### config.mk
export PLATFORM = sky130hd
export DESIGN_NAME = frtc_top
export DESIGN_NICKNAME = d
export VERILOG_FILES = /design/src/hw/frtc_pkg.sv /design/src/hw/frtc_top.sv /design/src/hw/frtc_tick.sv /design/src/hw/frtc_irq.sv
export VERILOG_INCLUDE_DIRS = /design/src /design/src/hw
export SDC_FILE = /design/constraint.sdc
export NUM_CORES = 1
export LEC_CHECK = 0
export ABC_CLOCK_PERIOD_IN_PS = 2100
export BUFFER_PORTS_ARGS = -buffer_cell sky130_fd_sc_hd__buf_4
export CAP_MARGIN = 20
export CORE_MARGIN = 1
export CORE_UTILIZATION = 31
export CTS_BUF_LIST = sky130_fd_sc_hd__clkbuf_4
export CTS_CLUSTER_DIAMETER = 200
export DETAILED_ROUTE_END_ITERATION = 7
export PLACE_DENSITY = 0.67
export SYNTH_ARGS = -nofsm -noshare
export SYNTH_HDL_FRONTEND = slang
export SYNTH_HIERARCHICAL = 1
export SYNTH_SLANG_ARGS = --single-unit
export TNS_END_PERCENT = 30
### constraint.sdc
create_clock -name clk_sys -period 2.1 [get_ports clk_sys]
set_input_delay 0.42 -clock clk_sys [delete_from_list [all_inputs] [get_ports clk_sys]]
set_output_delay 0.42 -clock clk_sys [all_outputs]
set_load 0.05 [all_outputs]
### src/hw/frtc_regs.svh
// Register offsets, field positions and reset values of the timer counter
`ifndef FRTC_REGS_SVH
`define FRTC_REGS_SVH

// Byte addresses on the Wishbone bus, one 32-bit word per register
`define FRTC_ADR_CNT_HI 8'h00
`define FRTC_ADR_CNT_LO 8'h04
`define FRTC_ADR_ALT_HI 8'h08
`define FRTC_ADR_ALT_LO 8'h0C
`define FRTC_ADR_STATUS 8'h10
`define FRTC_ADR_CTRL1 8'h14
`define FRTC_ADR_CTRL2 8'h18
`define FRTC_ADR_IRQ_STAT 8'h1C
`define FRTC_ADR_IRQ_CLR 8'h20
`define FRTC_ADR_IRQ_EN 8'h24

// Counter values
`define FRTC_RELOAD 16'hFFFC
`define FRTC_CNT_MAX 16'hFFFF
`define FRTC_CNT_ONE 16'h0001
`define FRTC_CNT_ZERO 16'h0000

// Field positions
`define FRTC_LOW_BYTE 7:0
`define FRTC_HIGH_BYTE 15:8
`define FRTC_SR_OVF 7
`define FRTC_CR1_OVIE 7
`define FRTC_CR2_CS 1:0
`define FRTC_CR2_EDGE 2
`define FRTC_IRQ_OVF 0
`define FRTC_IRQ_RLD 1
`define FRTC_IRQ_N 2

// Reset values
`define FRTC_CR1_RST 1'h0
`define FRTC_CR2_CS_RST 2'h0
`define FRTC_CR2_EDGE_RST 1'h0
`define FRTC_IRQ_RST 2'h0
`define FRTC_BYTE_ZERO 8'h00
`define FRTC_WORD_ZERO 32'h00000000

// Clock select codes and prescaler masks
`define FRTC_CS_DIV2 2'h0
`define FRTC_CS_DIV4 2'h1
`define FRTC_CS_DIV8 2'h2
`define FRTC_CS_EXT 2'h3
`define FRTC_PRE_ZERO 3'h0
`define FRTC_PRE_ONE 3'h1
`define FRTC_PRE_MASK2 3'h1
`define FRTC_PRE_MASK4 3'h3
`define FRTC_PRE_MASK8 3'h7

`endif

### src/hw/frtc_pkg.sv
// Types and helper functions shared by the timer counter modules
package frtc_pkg;

  // Coherent read sequence state, one-hot
  typedef enum logic [1:0] {
    SEQ_IDLE = 2'b01,
    SEQ_HELD = 2'b10
  } frtc_seq_e;

  typedef logic [15:0] frtc_count_t;
  typedef logic [7:0] frtc_byte_t;

  // Register select from the bus byte address
  function automatic logic frtc_hit(input logic [7:0] adr,
                                    input logic [7:0] off);
    return adr == off;
  endfunction

endpackage

### src/hw/frtc_top.sv
// Free-running 16-bit timer counter with a Wishbone register slave
//
// What this block does
// RULE1: 16-bit free counter, high and low bytes
// RULE2: Clock from CPU/2, /4, /8 or pin
// RULE3: Writing either low byte reloads FFFCh
// RULE4: Reset value FFFCh, the only reload value
// RULE5: Alternate view; its low read keeps flag
// RULE6: High read first captures the low byte
// RULE7: Captured byte holds until low byte read
// RULE8: Lone low read returns live low byte
// RULE9: Wrap FFFFh to 0000h sets overflow flag
// RULE10: Interrupt when enabled and CPU unmasked
// RULE11: Clear flag: status read, main low access
// RULE12: Counter keeps running in wait mode
// RULE13: Halt freezes count; resume held value
// RULE14: Edge select picks rising or falling
// RULE15: Counter updates synchronous to CPU clock
// RULE16: External edges at least four clocks apart
// RULE17: Unbonded timer pin reads as one
// RULE18: Instances share nothing, stay aligned
// RULE19: Count steps by one and wraps
//
// Design decisions made here: the Wishbone interface to the registers and the register offsets.
`timescale 1ns/100ps
`include "frtc_regs.svh"
module frtc_top
  import frtc_pkg::*;
(
  input wire logic clk_sys,
  input wire logic rst,
  input wire logic wb_cyc_i,
  input wire logic wb_stb_i,
  input wire logic wb_we_i,
  input wire logic [7:0] wb_adr_i,
  input wire logic [3:0] wb_sel_i,
  input wire logic [31:0] wb_dat_i,
  output logic [31:0] wb_dat_o,
  output logic wb_ack_o,
  input wire logic extCountPin,
  input wire logic extPinBonded,
  input wire logic haltMode,
  input wire logic cpuIrqMask,
  output logic timerIrq,
  output logic irq
);

  frtc_count_t counter;
  frtc_byte_t holdLow;
  frtc_byte_t liveOrHeld;
  frtc_seq_e seqState;
  logic overflowFlag;
  logic statusArmed;
  logic ovfIrqEnable;
  logic [1:0] clockSelect;
  logic extEdgeSelect;
  logic tick;
  logic countEn;
  logic wrap;
  logic busAcc;
  logic rdEn;
  logic wrEn;
  logic hitCntHi;
  logic hitCntLo;
  logic hitAltHi;
  logic hitAltLo;
  logic hitStatus;
  logic hitCtrl1;
  logic hitCtrl2;
  logic hitIrqStat;
  logic hitIrqClr;
  logic hitIrqEn;
  logic rdHigh;
  logic rdLow;
  logic reload;
  logic mainLowAcc;
  logic rdStatus;
  logic flagClear;
  logic [1:0] irqStatus;
  logic [1:0] irqEnable;
  logic [1:0] irqEvents;
  logic [31:0] next_rdData;

  // Bus access is taken in the cycle before ack; ack lasts one cycle
  assign busAcc = wb_cyc_i & wb_stb_i & ~wb_ack_o;
  assign rdEn = busAcc & ~wb_we_i;
  assign wrEn = busAcc & wb_we_i & wb_sel_i[0];

  // Register decode
  assign hitCntHi = frtc_hit(wb_adr_i, `FRTC_ADR_CNT_HI);
  assign hitCntLo = frtc_hit(wb_adr_i, `FRTC_ADR_CNT_LO);
  assign hitAltHi = frtc_hit(wb_adr_i, `FRTC_ADR_ALT_HI);
  assign hitAltLo = frtc_hit(wb_adr_i, `FRTC_ADR_ALT_LO);
  assign hitStatus = frtc_hit(wb_adr_i, `FRTC_ADR_STATUS);
  assign hitCtrl1 = frtc_hit(wb_adr_i, `FRTC_ADR_CTRL1);
  assign hitCtrl2 = frtc_hit(wb_adr_i, `FRTC_ADR_CTRL2);
  assign hitIrqStat = frtc_hit(wb_adr_i, `FRTC_ADR_IRQ_STAT);
  assign hitIrqClr = frtc_hit(wb_adr_i, `FRTC_ADR_IRQ_CLR);
  assign hitIrqEn = frtc_hit(wb_adr_i, `FRTC_ADR_IRQ_EN);

  // Access events with side effects
  assign rdHigh = rdEn & (hitCntHi | hitAltHi);
  assign rdLow = rdEn & (hitCntLo | hitAltLo);
  assign rdStatus = rdEn & hitStatus;
  assign reload = wrEn & (hitCntLo | hitAltLo); // RULE3
  // Any read or write of the main low byte, never the alternate
  assign mainLowAcc = busAcc & hitCntLo; // RULE5 RULE11

  // Tick source: prescaler or qualified pin edge
  frtc_tick u_tick (
    .clk_sys(clk_sys),
    .rst(rst),
    .clockSelect(clockSelect),
    .extEdgeSelect(extEdgeSelect),
    .extCountPin(extCountPin),
    .extPinBonded(extPinBonded),
    .tick(tick)
  );

  // Halt freezes the count; wait mode has no input here on purpose,
  // so the counter simply keeps running through it
  assign countEn = tick & ~haltMode; // RULE12 RULE13
  assign wrap = countEn & ~reload & (counter == `FRTC_CNT_MAX); // RULE9

  // Counter; the single clock edge stands in for the falling CPU edge
  always_ff @(posedge clk_sys or posedge rst) begin // RULE15
    if (rst) begin
      counter <= `FRTC_RELOAD; // RULE4
    end else if (reload) begin
      counter <= `FRTC_RELOAD; // RULE3
    end else if (countEn) begin
      counter <= counter + `FRTC_CNT_ONE; // RULE1 RULE19
    end
  end

  // Coherent 16-bit read: a high read captures the low byte once
  always_ff @(posedge clk_sys or posedge rst) begin
    if (rst) begin
      seqState <= SEQ_IDLE;
      holdLow <= `FRTC_BYTE_ZERO;
    end else begin
      unique case (seqState)
        SEQ_IDLE: begin
          if (rdHigh) begin
            holdLow <= counter[`FRTC_LOW_BYTE]; // RULE6
            seqState <= SEQ_HELD;
          end
        end
        SEQ_HELD: begin
          // Repeated high reads leave the captured byte alone
          if (rdLow) begin
            seqState <= SEQ_IDLE; // RULE7
          end
        end
        default: begin
          seqState <= SEQ_IDLE;
        end
      endcase
    end
  end

  // Held byte inside a sequence, live byte otherwise
  assign liveOrHeld = (seqState == SEQ_HELD) ? holdLow :
                      counter[`FRTC_LOW_BYTE]; // RULE7 RULE8

  // First clearing step: status read while the flag is set
  always_ff @(posedge clk_sys or posedge rst) begin // RULE11
    if (rst) begin
      statusArmed <= 1'b0;
    end else if (rdStatus & overflowFlag) begin
      statusArmed <= 1'b1;
    end else if (mainLowAcc) begin
      statusArmed <= 1'b0;
    end
  end

  assign flagClear = statusArmed & mainLowAcc; // RULE11

  // Overflow flag; a wrap in the clearing cycle wins over the clear
  always_ff @(posedge clk_sys or posedge rst) begin
    if (rst) begin
      overflowFlag <= 1'b0;
    end else if (wrap) begin
      overflowFlag <= 1'b1; // RULE9
    end else if (flagClear) begin
      overflowFlag <= 1'b0; // RULE11
    end
  end

  // Control registers
  always_ff @(posedge clk_sys or posedge rst) begin
    if (rst) begin
      ovfIrqEnable <= `FRTC_CR1_RST;
      clockSelect <= `FRTC_CR2_CS_RST;
      extEdgeSelect <= `FRTC_CR2_EDGE_RST;
    end else if (wrEn & hitCtrl1) begin
      ovfIrqEnable <= wb_dat_i[`FRTC_CR1_OVIE];
    end else if (wrEn & hitCtrl2) begin
      clockSelect <= wb_dat_i[`FRTC_CR2_CS]; // RULE2
      extEdgeSelect <= wb_dat_i[`FRTC_CR2_EDGE]; // RULE14
    end
  end

  // Timer request stays pending until enable and CPU mask allow it
  always_ff @(posedge clk_sys or posedge rst) begin
    if (rst) begin
      timerIrq <= 1'b0;
    end else begin
      timerIrq <= overflowFlag & ovfIrqEnable & ~cpuIrqMask; // RULE10
    end
  end

  // Sticky events: wrap and software reload
  always_comb begin
    irqEvents = `FRTC_IRQ_RST;
    irqEvents[`FRTC_IRQ_OVF] = wrap;
    irqEvents[`FRTC_IRQ_RLD] = reload;
  end

  frtc_irq u_irq (
    .clk_sys(clk_sys),
    .rst(rst),
    .eventIn(irqEvents),
    .clearWr(wrEn & hitIrqClr),
    .enableWr(wrEn & hitIrqEn),
    .wrData(wb_dat_i[`FRTC_IRQ_N-1:0]),
    .irqStatus(irqStatus),
    .irqEnable(irqEnable),
    .irq(irq)
  );

  // Read mux; unmapped and write-only addresses read as zero
  always_comb begin
    next_rdData = `FRTC_WORD_ZERO;
    if (hitCntHi | hitAltHi) begin
      next_rdData[`FRTC_LOW_BYTE] = counter[`FRTC_HIGH_BYTE]; // RULE1
    end else if (hitCntLo | hitAltLo) begin
      next_rdData[`FRTC_LOW_BYTE] = liveOrHeld; // RULE5 RULE8
    end else if (hitStatus) begin
      next_rdData[`FRTC_SR_OVF] = overflowFlag;
    end else if (hitCtrl1) begin
      next_rdData[`FRTC_CR1_OVIE] = ovfIrqEnable;
    end else if (hitCtrl2) begin
      next_rdData[`FRTC_CR2_CS] = clockSelect;
      next_rdData[`FRTC_CR2_EDGE] = extEdgeSelect;
    end else if (hitIrqStat) begin
      next_rdData[`FRTC_IRQ_N-1:0] = irqStatus;
    end else if (hitIrqEn) begin
      next_rdData[`FRTC_IRQ_N-1:0] = irqEnable;
    end
  end

  // Ack and read data, both registered
  always_ff @(posedge clk_sys or posedge rst) begin
    if (rst) begin
      wb_ack_o <= 1'b0;
      wb_dat_o <= `FRTC_WORD_ZERO;
    end else begin
      wb_ack_o <= busAcc;
      if (rdEn) begin
        wb_dat_o <= next_rdData;
      end
    end
  end
endmodule

### src/hw/frtc_tick.sv
// Prescaler and external clock pin qualifier producing count ticks
`timescale 1ns/100ps
`include "frtc_regs.svh"
module frtc_tick
  import frtc_pkg::*;
(
  input wire logic clk_sys,
  input wire logic rst,
  input wire logic [1:0] clockSelect,
  input wire logic extEdgeSelect,
  input wire logic extCountPin,
  input wire logic extPinBonded,
  output logic tick
);

  logic [2:0] preCount;
  logic pinLevel;
  logic sync1;
  logic sync2;
  logic sync3;
  logic pinStable;
  logic extEdge;
  logic [2:0] preMask;

  // Free prescaler from reset; never cleared so that two instances
  // stay count-aligned while neither changes its clock select
  always_ff @(posedge clk_sys or posedge rst) begin // RULE18
    if (rst) begin
      preCount <= `FRTC_PRE_ZERO;
    end else begin
      preCount <= preCount + `FRTC_PRE_ONE;
    end
  end

  // A pin that is not bonded out reads as one
  assign pinLevel = extPinBonded ? extCountPin : 1'b1; // RULE17

  // Three-stage synchroniser; change accepted when stages 2 and 3 agree
  always_ff @(posedge clk_sys or posedge rst) begin
    if (rst) begin
      sync1 <= 1'b1;
      sync2 <= 1'b1;
      sync3 <= 1'b1;
      pinStable <= 1'b1;
    end else begin
      sync1 <= pinLevel;
      sync2 <= sync1;
      sync3 <= sync2;
      if (sync2 == sync3) begin
        pinStable <= sync3;
      end
    end
  end

  // Edge select: one counts rising, zero counts falling transitions
  // Sources faster than a quarter of the clock may lose edges here
  assign extEdge = (sync2 == sync3) && (sync3 != pinStable) &&
                   (sync3 == extEdgeSelect); // RULE14 RULE16

  // Division ratio by clock select
  always_comb begin // RULE2
    unique case (clockSelect)
      `FRTC_CS_DIV2: preMask = `FRTC_PRE_MASK2;
      `FRTC_CS_DIV4: preMask = `FRTC_PRE_MASK4;
      default: preMask = `FRTC_PRE_MASK8;
    endcase
  end

  assign tick = (clockSelect == `FRTC_CS_EXT) ? extEdge :
                ((preCount & preMask) == preMask); // RULE2

endmodule

### src/hw/frtc_irq.sv
// Sticky event status with enable and write-one-to-clear
`timescale 1ns/100ps
`include "frtc_regs.svh"
module frtc_irq
  import frtc_pkg::*;
(
  input wire logic clk_sys,
  input wire logic rst,
  input wire logic [1:0] eventIn,
  input wire logic clearWr,
  input wire logic enableWr,
  input wire logic [1:0] wrData,
  output logic [1:0] irqStatus,
  output logic [1:0] irqEnable,
  output logic irq
);

  // A new event in the clearing cycle survives: set wins
  always_ff @(posedge clk_sys or posedge rst) begin
    if (rst) begin
      irqStatus <= `FRTC_IRQ_RST;
    end else begin
      irqStatus <= (irqStatus & ~(clearWr ? wrData : `FRTC_IRQ_RST))
                   | eventIn;
    end
  end

  // Enable register
  always_ff @(posedge clk_sys or posedge rst) begin
    if (rst) begin
      irqEnable <= `FRTC_IRQ_RST;
    end else if (enableWr) begin
      irqEnable <= wrData;
    end
  end

  assign irq = |(irqStatus & irqEnable);

endmodule

; ---- After elaboration in Yosys (flattened, before gate mapping)
; Index checks and enable logic that the tools add are counted.
[word_totals]
reg_bits = 53
inputBits = 53
output_inout_bits = 35
word_cells = 111
[classes]
n_addsub = 2
eq_ne = 20
mux = 26
bitwise_logic = 34
reduce_logical = 11
[op_table]
columns = cell, n
row1 = 8-bit by 5-bit equality test with 1-bit output (second input constant), 4
row2 = 16-bit 2-to-1 mux, 2
row3 = 1-bit AND, 21
row4 = 16-bit by 1-bit adder with 16-bit output (second input constant), 1
row5 = 16-bit equality test (second input constant), 1
row6 = 8-bit by 4-bit equality test with 1-bit output (second input constant), 2
row7 = 8-bit by 6-bit equality test with 1-bit output (second input constant), 2
row8 = 8-bit 2-to-1 mux, 2
row9 = 2-bit 2-to-1 mux, 6
row10 = 1-bit 2-to-1 mux, 10
row11 = 3-bit 2-to-1 mux, 3
row12 = 8-bit by 3-bit equality test with 1-bit output (second input constant), 1
row13 = 8-bit logical NOT, 1
row14 = 1-bit NOT, 6
row15 = 3-bit case mux with 2 select lines, 1
row16 = 2-bit AND reduction, 3
row17 = 2-bit nonzero test, 3
row18 = 2-bit AND, 2
row19 = 2-bit by 1-bit equality test with 1-bit output (second input constant), 2
row20 = 2-bit equality test (second input constant), 2
row21 = 4-bit 2-to-1 mux, 1
row22 = 2-bit != test (second input constant), 2
row23 = 2-bit case mux with 2 select lines, 1
row24 = 3-bit by 1-bit adder with 3-bit output (second input constant), 1
row25 = 10 further kinds, 13

; ---- Longest topological paths before layout
; Gate-level depths: netlist (run 1).
[depth]
ltp_word = 9
ltp_mapped = 7
ltp_nobuf = 7

; ---- Modules after synthesis
; Netlist (run 1), hierarchy kept.
[modules_own_cells]
columns = module, n_inst, cells_each, area_per_inst_um2, seq_area_each_um2
row1 = frtc_top, 1, 233, 2447.3, 1069.8
row2 = frtc_tick, 1, 20, 276.5, 180.2
row3 = frtc_irq, 1, 12, 165.2, 100.1

; ---- Worst setup path after synthesis (run 1)
; Ideal clock, no wire load.
[synth_path]
kind = register to register
from = reg u_tick.pinStable
to = reg counter[15]
setup_time_ns = 0.088
arrival_ns = 2.021
required_time_ns = 2.012
setup_slack_ns = -0.009
stages_incl_launch_ff = 8
path_buffers = 0
period_less_slack_ns = 2.109
path_cell_list = dfstp_2 or4b_1 nand2_1 a32o_1 nand4b_1 nor4_2 and4_1 o21ai_0
[synth_between]
elab_chain_len = 6
[synth_rtl]
columns = item, line
row1 = "start, declared", frtc_tick.sv:21  ; logic pinStable;
row2 = "start signal, assigned", frtc_tick.sv:50  ; pinStable <= sync3;
row3 = 1-bit != test, frtc_tick.sv:57  ; assign extEdge = (sync2 == sync3) && (sync3 != pinStable) &&
row4 = 1-bit logical AND (2 in a row), frtc_tick.sv:57
row5 = 1-bit 2-to-1 mux, frtc_tick.sv:69  ; assign tick = (clockSelect == `FRTC_CS_EXT) ? extEdge :
row6 = net tick, frtc_top.sv:57  ; logic tick;
row7 = 1-bit AND, frtc_top.sv:122  ; assign countEn = tick & ~haltMode;
row8 = 2-bit nonzero test (no line), -
row9 = "end signal, assigned", frtc_top.sv:128  ; counter <= `FRTC_RELOAD;
row10 = "end signal, assigned", frtc_top.sv:130  ; counter <= `FRTC_RELOAD;
row11 = "end signal, assigned", frtc_top.sv:132  ; counter <= counter + `FRTC_CNT_ONE;
row12 = "end, declared", frtc_top.sv:48  ; frtc_count_t counter;
; The timed path passes the listed nets, and every way through them passes these cells.
; A chain may end at the register's enable or synchronous reset.

; ---- Worst setup path after layout (run 1)
; Same ends and word-level chain as after synthesis.

==> reports/results.tsv, run 1 <==
metric	value	unit
status	finished, violations left	
failing checks	DRC, setup timing	
vias per inst	4.990	
Die W	98.54	um
Inserted Diodes	0	
CP Launch Point	u_tick/pinStable	
GP Congestion	0.7716	
CTS tree	built	
CTS Buffer Depth	2	
YS warnings	6	
Hold Violations, Final	0	
max_cap viols	0	
Post-Synthesis Cells	265	
fin worst setup slack	-0.001888	ns
post-route ant nets	0	
CP Launch Type	register	
initial core utilization	0.3249	
area of the core	0.008891	mm2
Worst EP required	2.41	ns
Worst setup EP type	register	
Max Slew Vio Count	0	
Hold Path Class	in -> reg	
vias in the first global route	2074	
RSZ-0062 raised after global routing	yes	
DR iter-0 viols	79	
Die Area	0.009709	mm2
post-DP HPWL	4.438	mm
DRC Markers	4	
worst skew pair latency	0.38	ns
1st-pass router iterations	8	
Num CTS Buffers	5	
clk_skew	0.02943	ns
slowest stage delay, CP	0.55	ns
number of port buffers	32	
DR vias	2086	
PwrDens	707.7	mW/mm2
critical path cell sequence	or4b_4 > nand2_2 > a32o_2 > nand4b_1 > nor4_4 > buf_4 > and4_1 > o21ai_1	
Cell Rows	34	
Layout Area Growth over Synthesis	16.07	%
Max Freq	475.8	MHz
Setup-failing EPs final	1	
worst r2r src	u_tick/pinStable	
ys async rst share	1.000	
CTS root buffer	clkbuf_4	
Tmin final	2.102	ns
fill count	881	
GRT Overall Usage	0.1290	
clock slew at reported path FFs	0.16	ns
Clock Sinks	53	
Max VDD drop	0.2966	mV
hold_sp	extPinBonded	
register area share after synthesis	0.4673	
GRT overflow	0	
P_leak	1.618	nW
first-pass GRT wire length	10.03	mm
critical path data arrival time	2.42	ns
H-tree Lvls	2	
largest net degree at the start of global routing	43	
WS Path Type	reg -> reg	
EDFF count, synth	0	
slowest stage cell, crit path	dfstp_2	
# IOs	88	
Tcrit/Tclk final	1.001	
mapped cell area	0.002889	mm2
CP max FO	6	
relative slew slack	0.6476	
initial antenna violation count	0	
fin nets	364	
top_reg_cell synth	dfrtp_1	
WL final	5.984	mm
DR WL/cell	14.32	um
Seq cells post-synth	53	
library cells used by synthesis	53	
share of cells above drive strength 1	0.3484	
Mapped Avg Cell Area	10.90	um2
Die H	98.54	um
worst-margin pin slew	0.5287	ns
Sum Neg Setup Slack	-0.001888	ns
Finished Core Util	0.3771	
==> stage by stage <==
step	instance area, um2	total power, W	cells	hold WS, ns	worst slack [ns]
6_report	3353	0.002373	418	0.1661	-0.001888
5_1_grt	3353	0.002496	418	0.1447	-0.1166
4_1_cts	3338	0.002390	418	0.1517	-0.01241
3_5_place_dp	3241	0.001801	409	0.3404	-0.1210
3_3_place_gp	3241	0.001780	409	0.3334	-0.1055
2_1_floorplan	2984	0.001657	288	0.1861	0.02996
==> final timing paths <==
check	endpoint	slack (ns)	depth (start not counted)
setup / recovery	counter[15]	-0.002	8
min in group asynchronous	u_irq/irqEnable[0]	0.50	3
hold / removal	u_tick/sync1	0.17	2
setup reg to reg	counter[15]	-0.002	8
hold reg to reg	u_tick/sync2	0.37	0
max in group asynchronous	counter[3]	0.97	4
==> metal layers <==
layer / GRT usage / part of all wire
met2: 0.2216 / 0.49
met5: 0 / 0
met3: 0.02553 / 0.034
met4: 0.02985 / 0.0072
met1: 0.1678 / 0.47
==> state kept, by name, indices dropped and copies added, names as in the netlist, 2 cells and up <==
signal / cells
clockSelect: 2
counter: 16
holdLow: 8
seqState: 2
u_irq/irqEnable: 2
u_irq/irqStatus: 2
u_tick/preCount: 3
wb_dat_o: 8
==> critical path: cells and delay by family, from the launching register on <==
family                 cells  cell delay (ns)
AO/OA/AOI/OAI              2             0.23
buffers and inverters      1             0.19
AND/OR/NAND/NOR            5             1.07
flip-flops                 1             0.55
==> synth_stat cells, drive strengths merged (4+ instances only) <==
| master | instances | share of area |
|---|---|---|
| xnor2 | 7 | 0.021 |
| dfstp | 19 | 0.17 |
| o21ai | 13 | 0.023 |
| and4 | 4 | 0.013 |
| mux2 | 16 | 0.075 |
| nand3 | 9 | 0.016 |
| a221o | 5 | 0.019 |
| mux2i | 8 | 0.028 |
| nor2 | 11 | 0.014 |
| inv | 9 | 0.012 |
| and3 | 10 | 0.024 |
| dfrtp | 34 | 0.29 |
| clkbuf | 7 | 0.0095 |
| nand2 | 17 | 0.022 |
| buf | 26 | 0.068 |
| nor3 | 10 | 0.017 |
| nand4 | 5 | 0.011 |
| nor4 | 4 | 0.021 |
| a21oi | 10 | 0.017 |
==> report_power, final <==
part           internal [W]  switching, W  total [W]
Sequential          0.00114      0.000120    0.00126
Combinational      0.000191      0.000340   0.000531
Clock              0.000254      0.000330   0.000583
Total               0.00158      0.000790    0.00237
==> cells by family after synthesis <==
| family | Yosys count | share of synthesized area |
|---|---|---|
| AO/OA/AOI/OAI | 45 | 0.1052 |
| XOR/XNOR | 10 | 0.03032 |
| adder cells (fa/ha/maj) | 3 | 0.01213 |
| buffers and inverters | 42 | 0.08921 |
| flip-flops | 53 | 0.4673 |
| multiplexers | 24 | 0.1031 |
| other | 1 | 0.001298 |
| AND/OR/NAND/NOR | 87 | 0.1914 |
==> placed cells by master, fill, tap and decap left out, drive strengths merged, types with 3 or more instances in the layout <==
cell	Yosys	final
clkbuf	7	5
mux2	16	16
dfrtp	34	34
a21oi	10	10
o21ai	13	13
nand4	5	5
and3	10	10
a21o	3	3
nand2	17	17
conb	1	24
nand3b	3	3
nor2	11	11
mux2i	8	8
and4	4	4
a221o	5	5
nand2b	3	3
o22ai	3	3
inv	9	10
xor2	3	3
dfstp	19	19
buf	26	46
nor4	4	4
nor3	10	10
nand3	9	9
xnor2	7	7
==> timing repair <==
action                                  CTS  global route
buffers inserted                          0             0
hold buffers                              1             0
resized for setup                         4             8
hold endpoints to repair                  7             0
pin swaps                                 4             2
endpoints found under the setup margin    8            15
==> layout make-up <==
type	count	area, um2	area share
Timing Repair Buffer	47	359.1	0.1071
Clock inverter	3	43.79	0.01306
Clock buffer	5	37.54	0.01119
Multi-Input combinational cell	193	1394	0.4157
Tap cell	108	135.1	0.04030
Sequential cell	53	1350	0.4026
Inverter	9	33.78	0.01007
(Power assumes the default switching activity.)
==> run 2: changes to the inputs <==
--- a/config.mk
+++ b/config.mk
@@ -10,11 +10,11 @@
 export BUFFER_PORTS_ARGS = -buffer_cell sky130_fd_sc_hd__buf_4
 export CAP_MARGIN = 20
 export CORE_MARGIN = 1
-export CORE_UTILIZATION = 31
+export CORE_UTILIZATION = 48
 export CTS_BUF_LIST = sky130_fd_sc_hd__clkbuf_4
 export CTS_CLUSTER_DIAMETER = 200
 export DETAILED_ROUTE_END_ITERATION = 7
-export PLACE_DENSITY = 0.67
+export PLACE_DENSITY = 0.9
 export SYNTH_ARGS = -nofsm -noshare
 export SYNTH_HDL_FRONTEND = slang
 export SYNTH_HIERARCHICAL = 1
==> reports/results.tsv, run 2 (synthesis results as in run 1) <==
metric	value	unit	change
clock slew at reported path FFs	0.13	ns	-0.03 ns
critical path data arrival time	2.39	ns	-0.03 ns
Hold Path Stages	2		unchanged
Max Freq	477.9	MHz	+0.45%
hold_ws	0.1725	ns	+0.006475 ns
Worst setup EP type	register		
status	finished, final reports clean		
H-tree Lvls	2		unchanged
Reg area	0.001350	mm2	unchanged
fill count	450		-49%
Finished Core Util	0.5884		+0.2112
CTS root buffer	clkbuf_4		
fin worst setup slack	0.007429	ns	+0.009317 ns
GRT overflow	0		unchanged
Die W	79.58	um	-19%
Num CTS Buffers	5		unchanged
Layout Area Growth over Synthesis	14.90	%	
share of cells above drive strength 1	0.3505		+0.002095
area of the core	0.005642	mm2	-37%
WL final	5.858	mm	-2.1%
worst-margin pin slew	0.5395	ns	+0.01083 ns
R2R cell count	8		unchanged
largest net degree at the start of global routing	43		unchanged
Tmin final	2.093	ns	-0.009317 ns
PwrDens	714.6	mW/mm2	+0.97%
worst skew pair latency	0.37	ns	about the same
CTS tree	built		
relative slew slack	0.6403		-0.007217
Critical R2R Capture	counter[7]		
max reg flops	16		unchanged
Die H	79.58	um	-19%
Max Slew Vio Count	0		unchanged
Hold Violations, Final	0		unchanged
vias in the first global route	2144		+3.4%
Cell Rows	27		-21%
Clock power frac	0.239		-0.007
R2R Setup Slk	0.007	ns	about the same
clk_skew	0.01345	ns	-0.01598 ns
multi-input combinational cell area	0.001400	mm2	+0.45%
Setup-failing EPs final	0		-1
worst r2r src	u_tick/pinStable		
DRC Markers	0		-4
Hold Path Class	in -> reg		
pre-CTS WS	-0.1522	ns	-0.03123 ns
Die Area	0.006333	mm2	-35%
Hold EP	u_tick/sync1		
Reg with most FFs	counter		
Tcrit/Tclk final	0.9965		-0.004437
Sum Neg Setup Slack	0	ns	+0.001888 ns
initial core utilization	0.5121		+0.1872
switching power	0.0007772	W	-1.6%
RSZ-0062 raised after global routing	yes		
post-route ant nets	0		unchanged
P_leak	1.618	nW	about the same
CP Launch Type	register		
DR iter-0 viols	192		+140%
Clock Sinks	53		unchanged
commonest non-fill, non-tap cell in the layout	buf_4		
vias per inst	5.548		+11%
hold_sp	extPinBonded		
GP Congestion	0.8470		+9.8%
Max VDD drop	0.3991	mV	+35%
WS Path Type	reg -> reg		
Net Sw Frac	0.3277		-0.005250
DR vias	2125		+1.9%
Inserted Diodes	0		unchanged
Pint	0.001595	W	+0.74%
initial antenna violation count	0		unchanged
number of port buffers	32		unchanged
CP max FO	3		-3
fin nets	365		+0.27%
1st-pass router iterations	4		-4
post-DP HPWL	4.481	mm	+0.97%
CTS Buffer Depth	2		unchanged
most frequent cells in the layout	buf_4 (46), dfrtp_1 (34), conb_1 (24)		
power share of the sequential group	0.528		-0.002
# IOs	88		unchanged
Worst EP required	2.40	ns	about the same
biggest regs	counter x16, holdLow x8, wb_dat_o x8		
first-pass GRT wire length	10.07	mm	+0.49%
Logic pwr share	0.233		+0.009
max_cap viols	0		unchanged
GRT Overall Usage	0.2066		+0.07764
DR WL/cell	15.30	um	+6.8%
[run 2: cell types whose count changed in the layout (fill, tap and decap cells not counted), sizes merged]
| cell | delta |
|---|---|
| clkbuf | +1 |
| inv | -1 |
| buf | +1 |
[run 2: power by group through the flow]
stage | clock network, W | registers (W) | logic, W
2_1_floorplan | 0 | 0.00128 | 0.000375
3_3_place_gp | 0 | 0.00126 | 0.000519
3_5_place_dp | 0 | 0.00127 | 0.000537
4_1_cts | 0.000588 | 0.00125 | 0.000545
5_1_grt | 0.000641 | 0.00127 | 0.000603
6_report | 0.000567 | 0.00125 | 0.000552
[run 2: final cells by class]
| cell class | count | share of cell area |
|---|---|---|
| multi-input combinational | 193 | 0.4218 |
| sequential | 53 | 0.4067 |
| timing repair buffer | 48 | 0.1104 |
| tap | 72 | 0.02714 |
| clock buffer | 6 | 0.01357 |
| clock inverter | 2 | 0.01018 |
| inverter | 9 | 0.01018 |
[run 2: through the flow]
stage / area [um2] / total power [W] / cells
after global placement: 3196 / 0.001779 / 373
after global routing: 3319 / 0.002512 / 383
after CTS: 3303 / 0.002383 / 383
after detailed placement: 3196 / 0.001804 / 373
final: 3319 / 0.002372 / 383
after floorplan: 2984 / 0.001657 / 288
[run 2: per-layer routing]
layer,routed length [um],vias to the layer above,GRT usage
met1,2408,1040,0.2564
met5,0,-,0
met3,292,13,0.04000
met4,109,0,0.07818
li1,-,1003,-
met2,3048,69,0.3530
[run 2: worst max path at each step]
stage | from | to | slack [ns]
6_report | u_tick/pinStable | counter[7] | 0.007
5_1_grt | u_tick/pinStable | counter[15] | -0.08
3_5_place_dp | u_tick/pinStable | counter[15] | -0.15
3_3_place_gp | u_tick/pinStable | counter[15] | -0.11
2_1_floorplan | u_tick/pinStable | counter[15] | 0.03
4_1_cts | u_tick/pinStable | counter[15] | 0.005
[run 2: critical path: stages (launching register included)]
cell,delay (ns)
dfstp_2,0.55
or4b_1,0.42
nand2_1,0.07
a32o_2,0.19
nand4b_1,0.20
buf_4,0.22
nor3_2,0.17
xnor2_1,0.15
nand2_1,0.07
[run 2: repair_timing]
action                     CTS  global route
hold buffers                 1             0
setup endpoints to repair   10            12
pin swaps                    3             1
buffers inserted             1             0
hold endpoints to repair     7             0
gates resized for setup      4             8
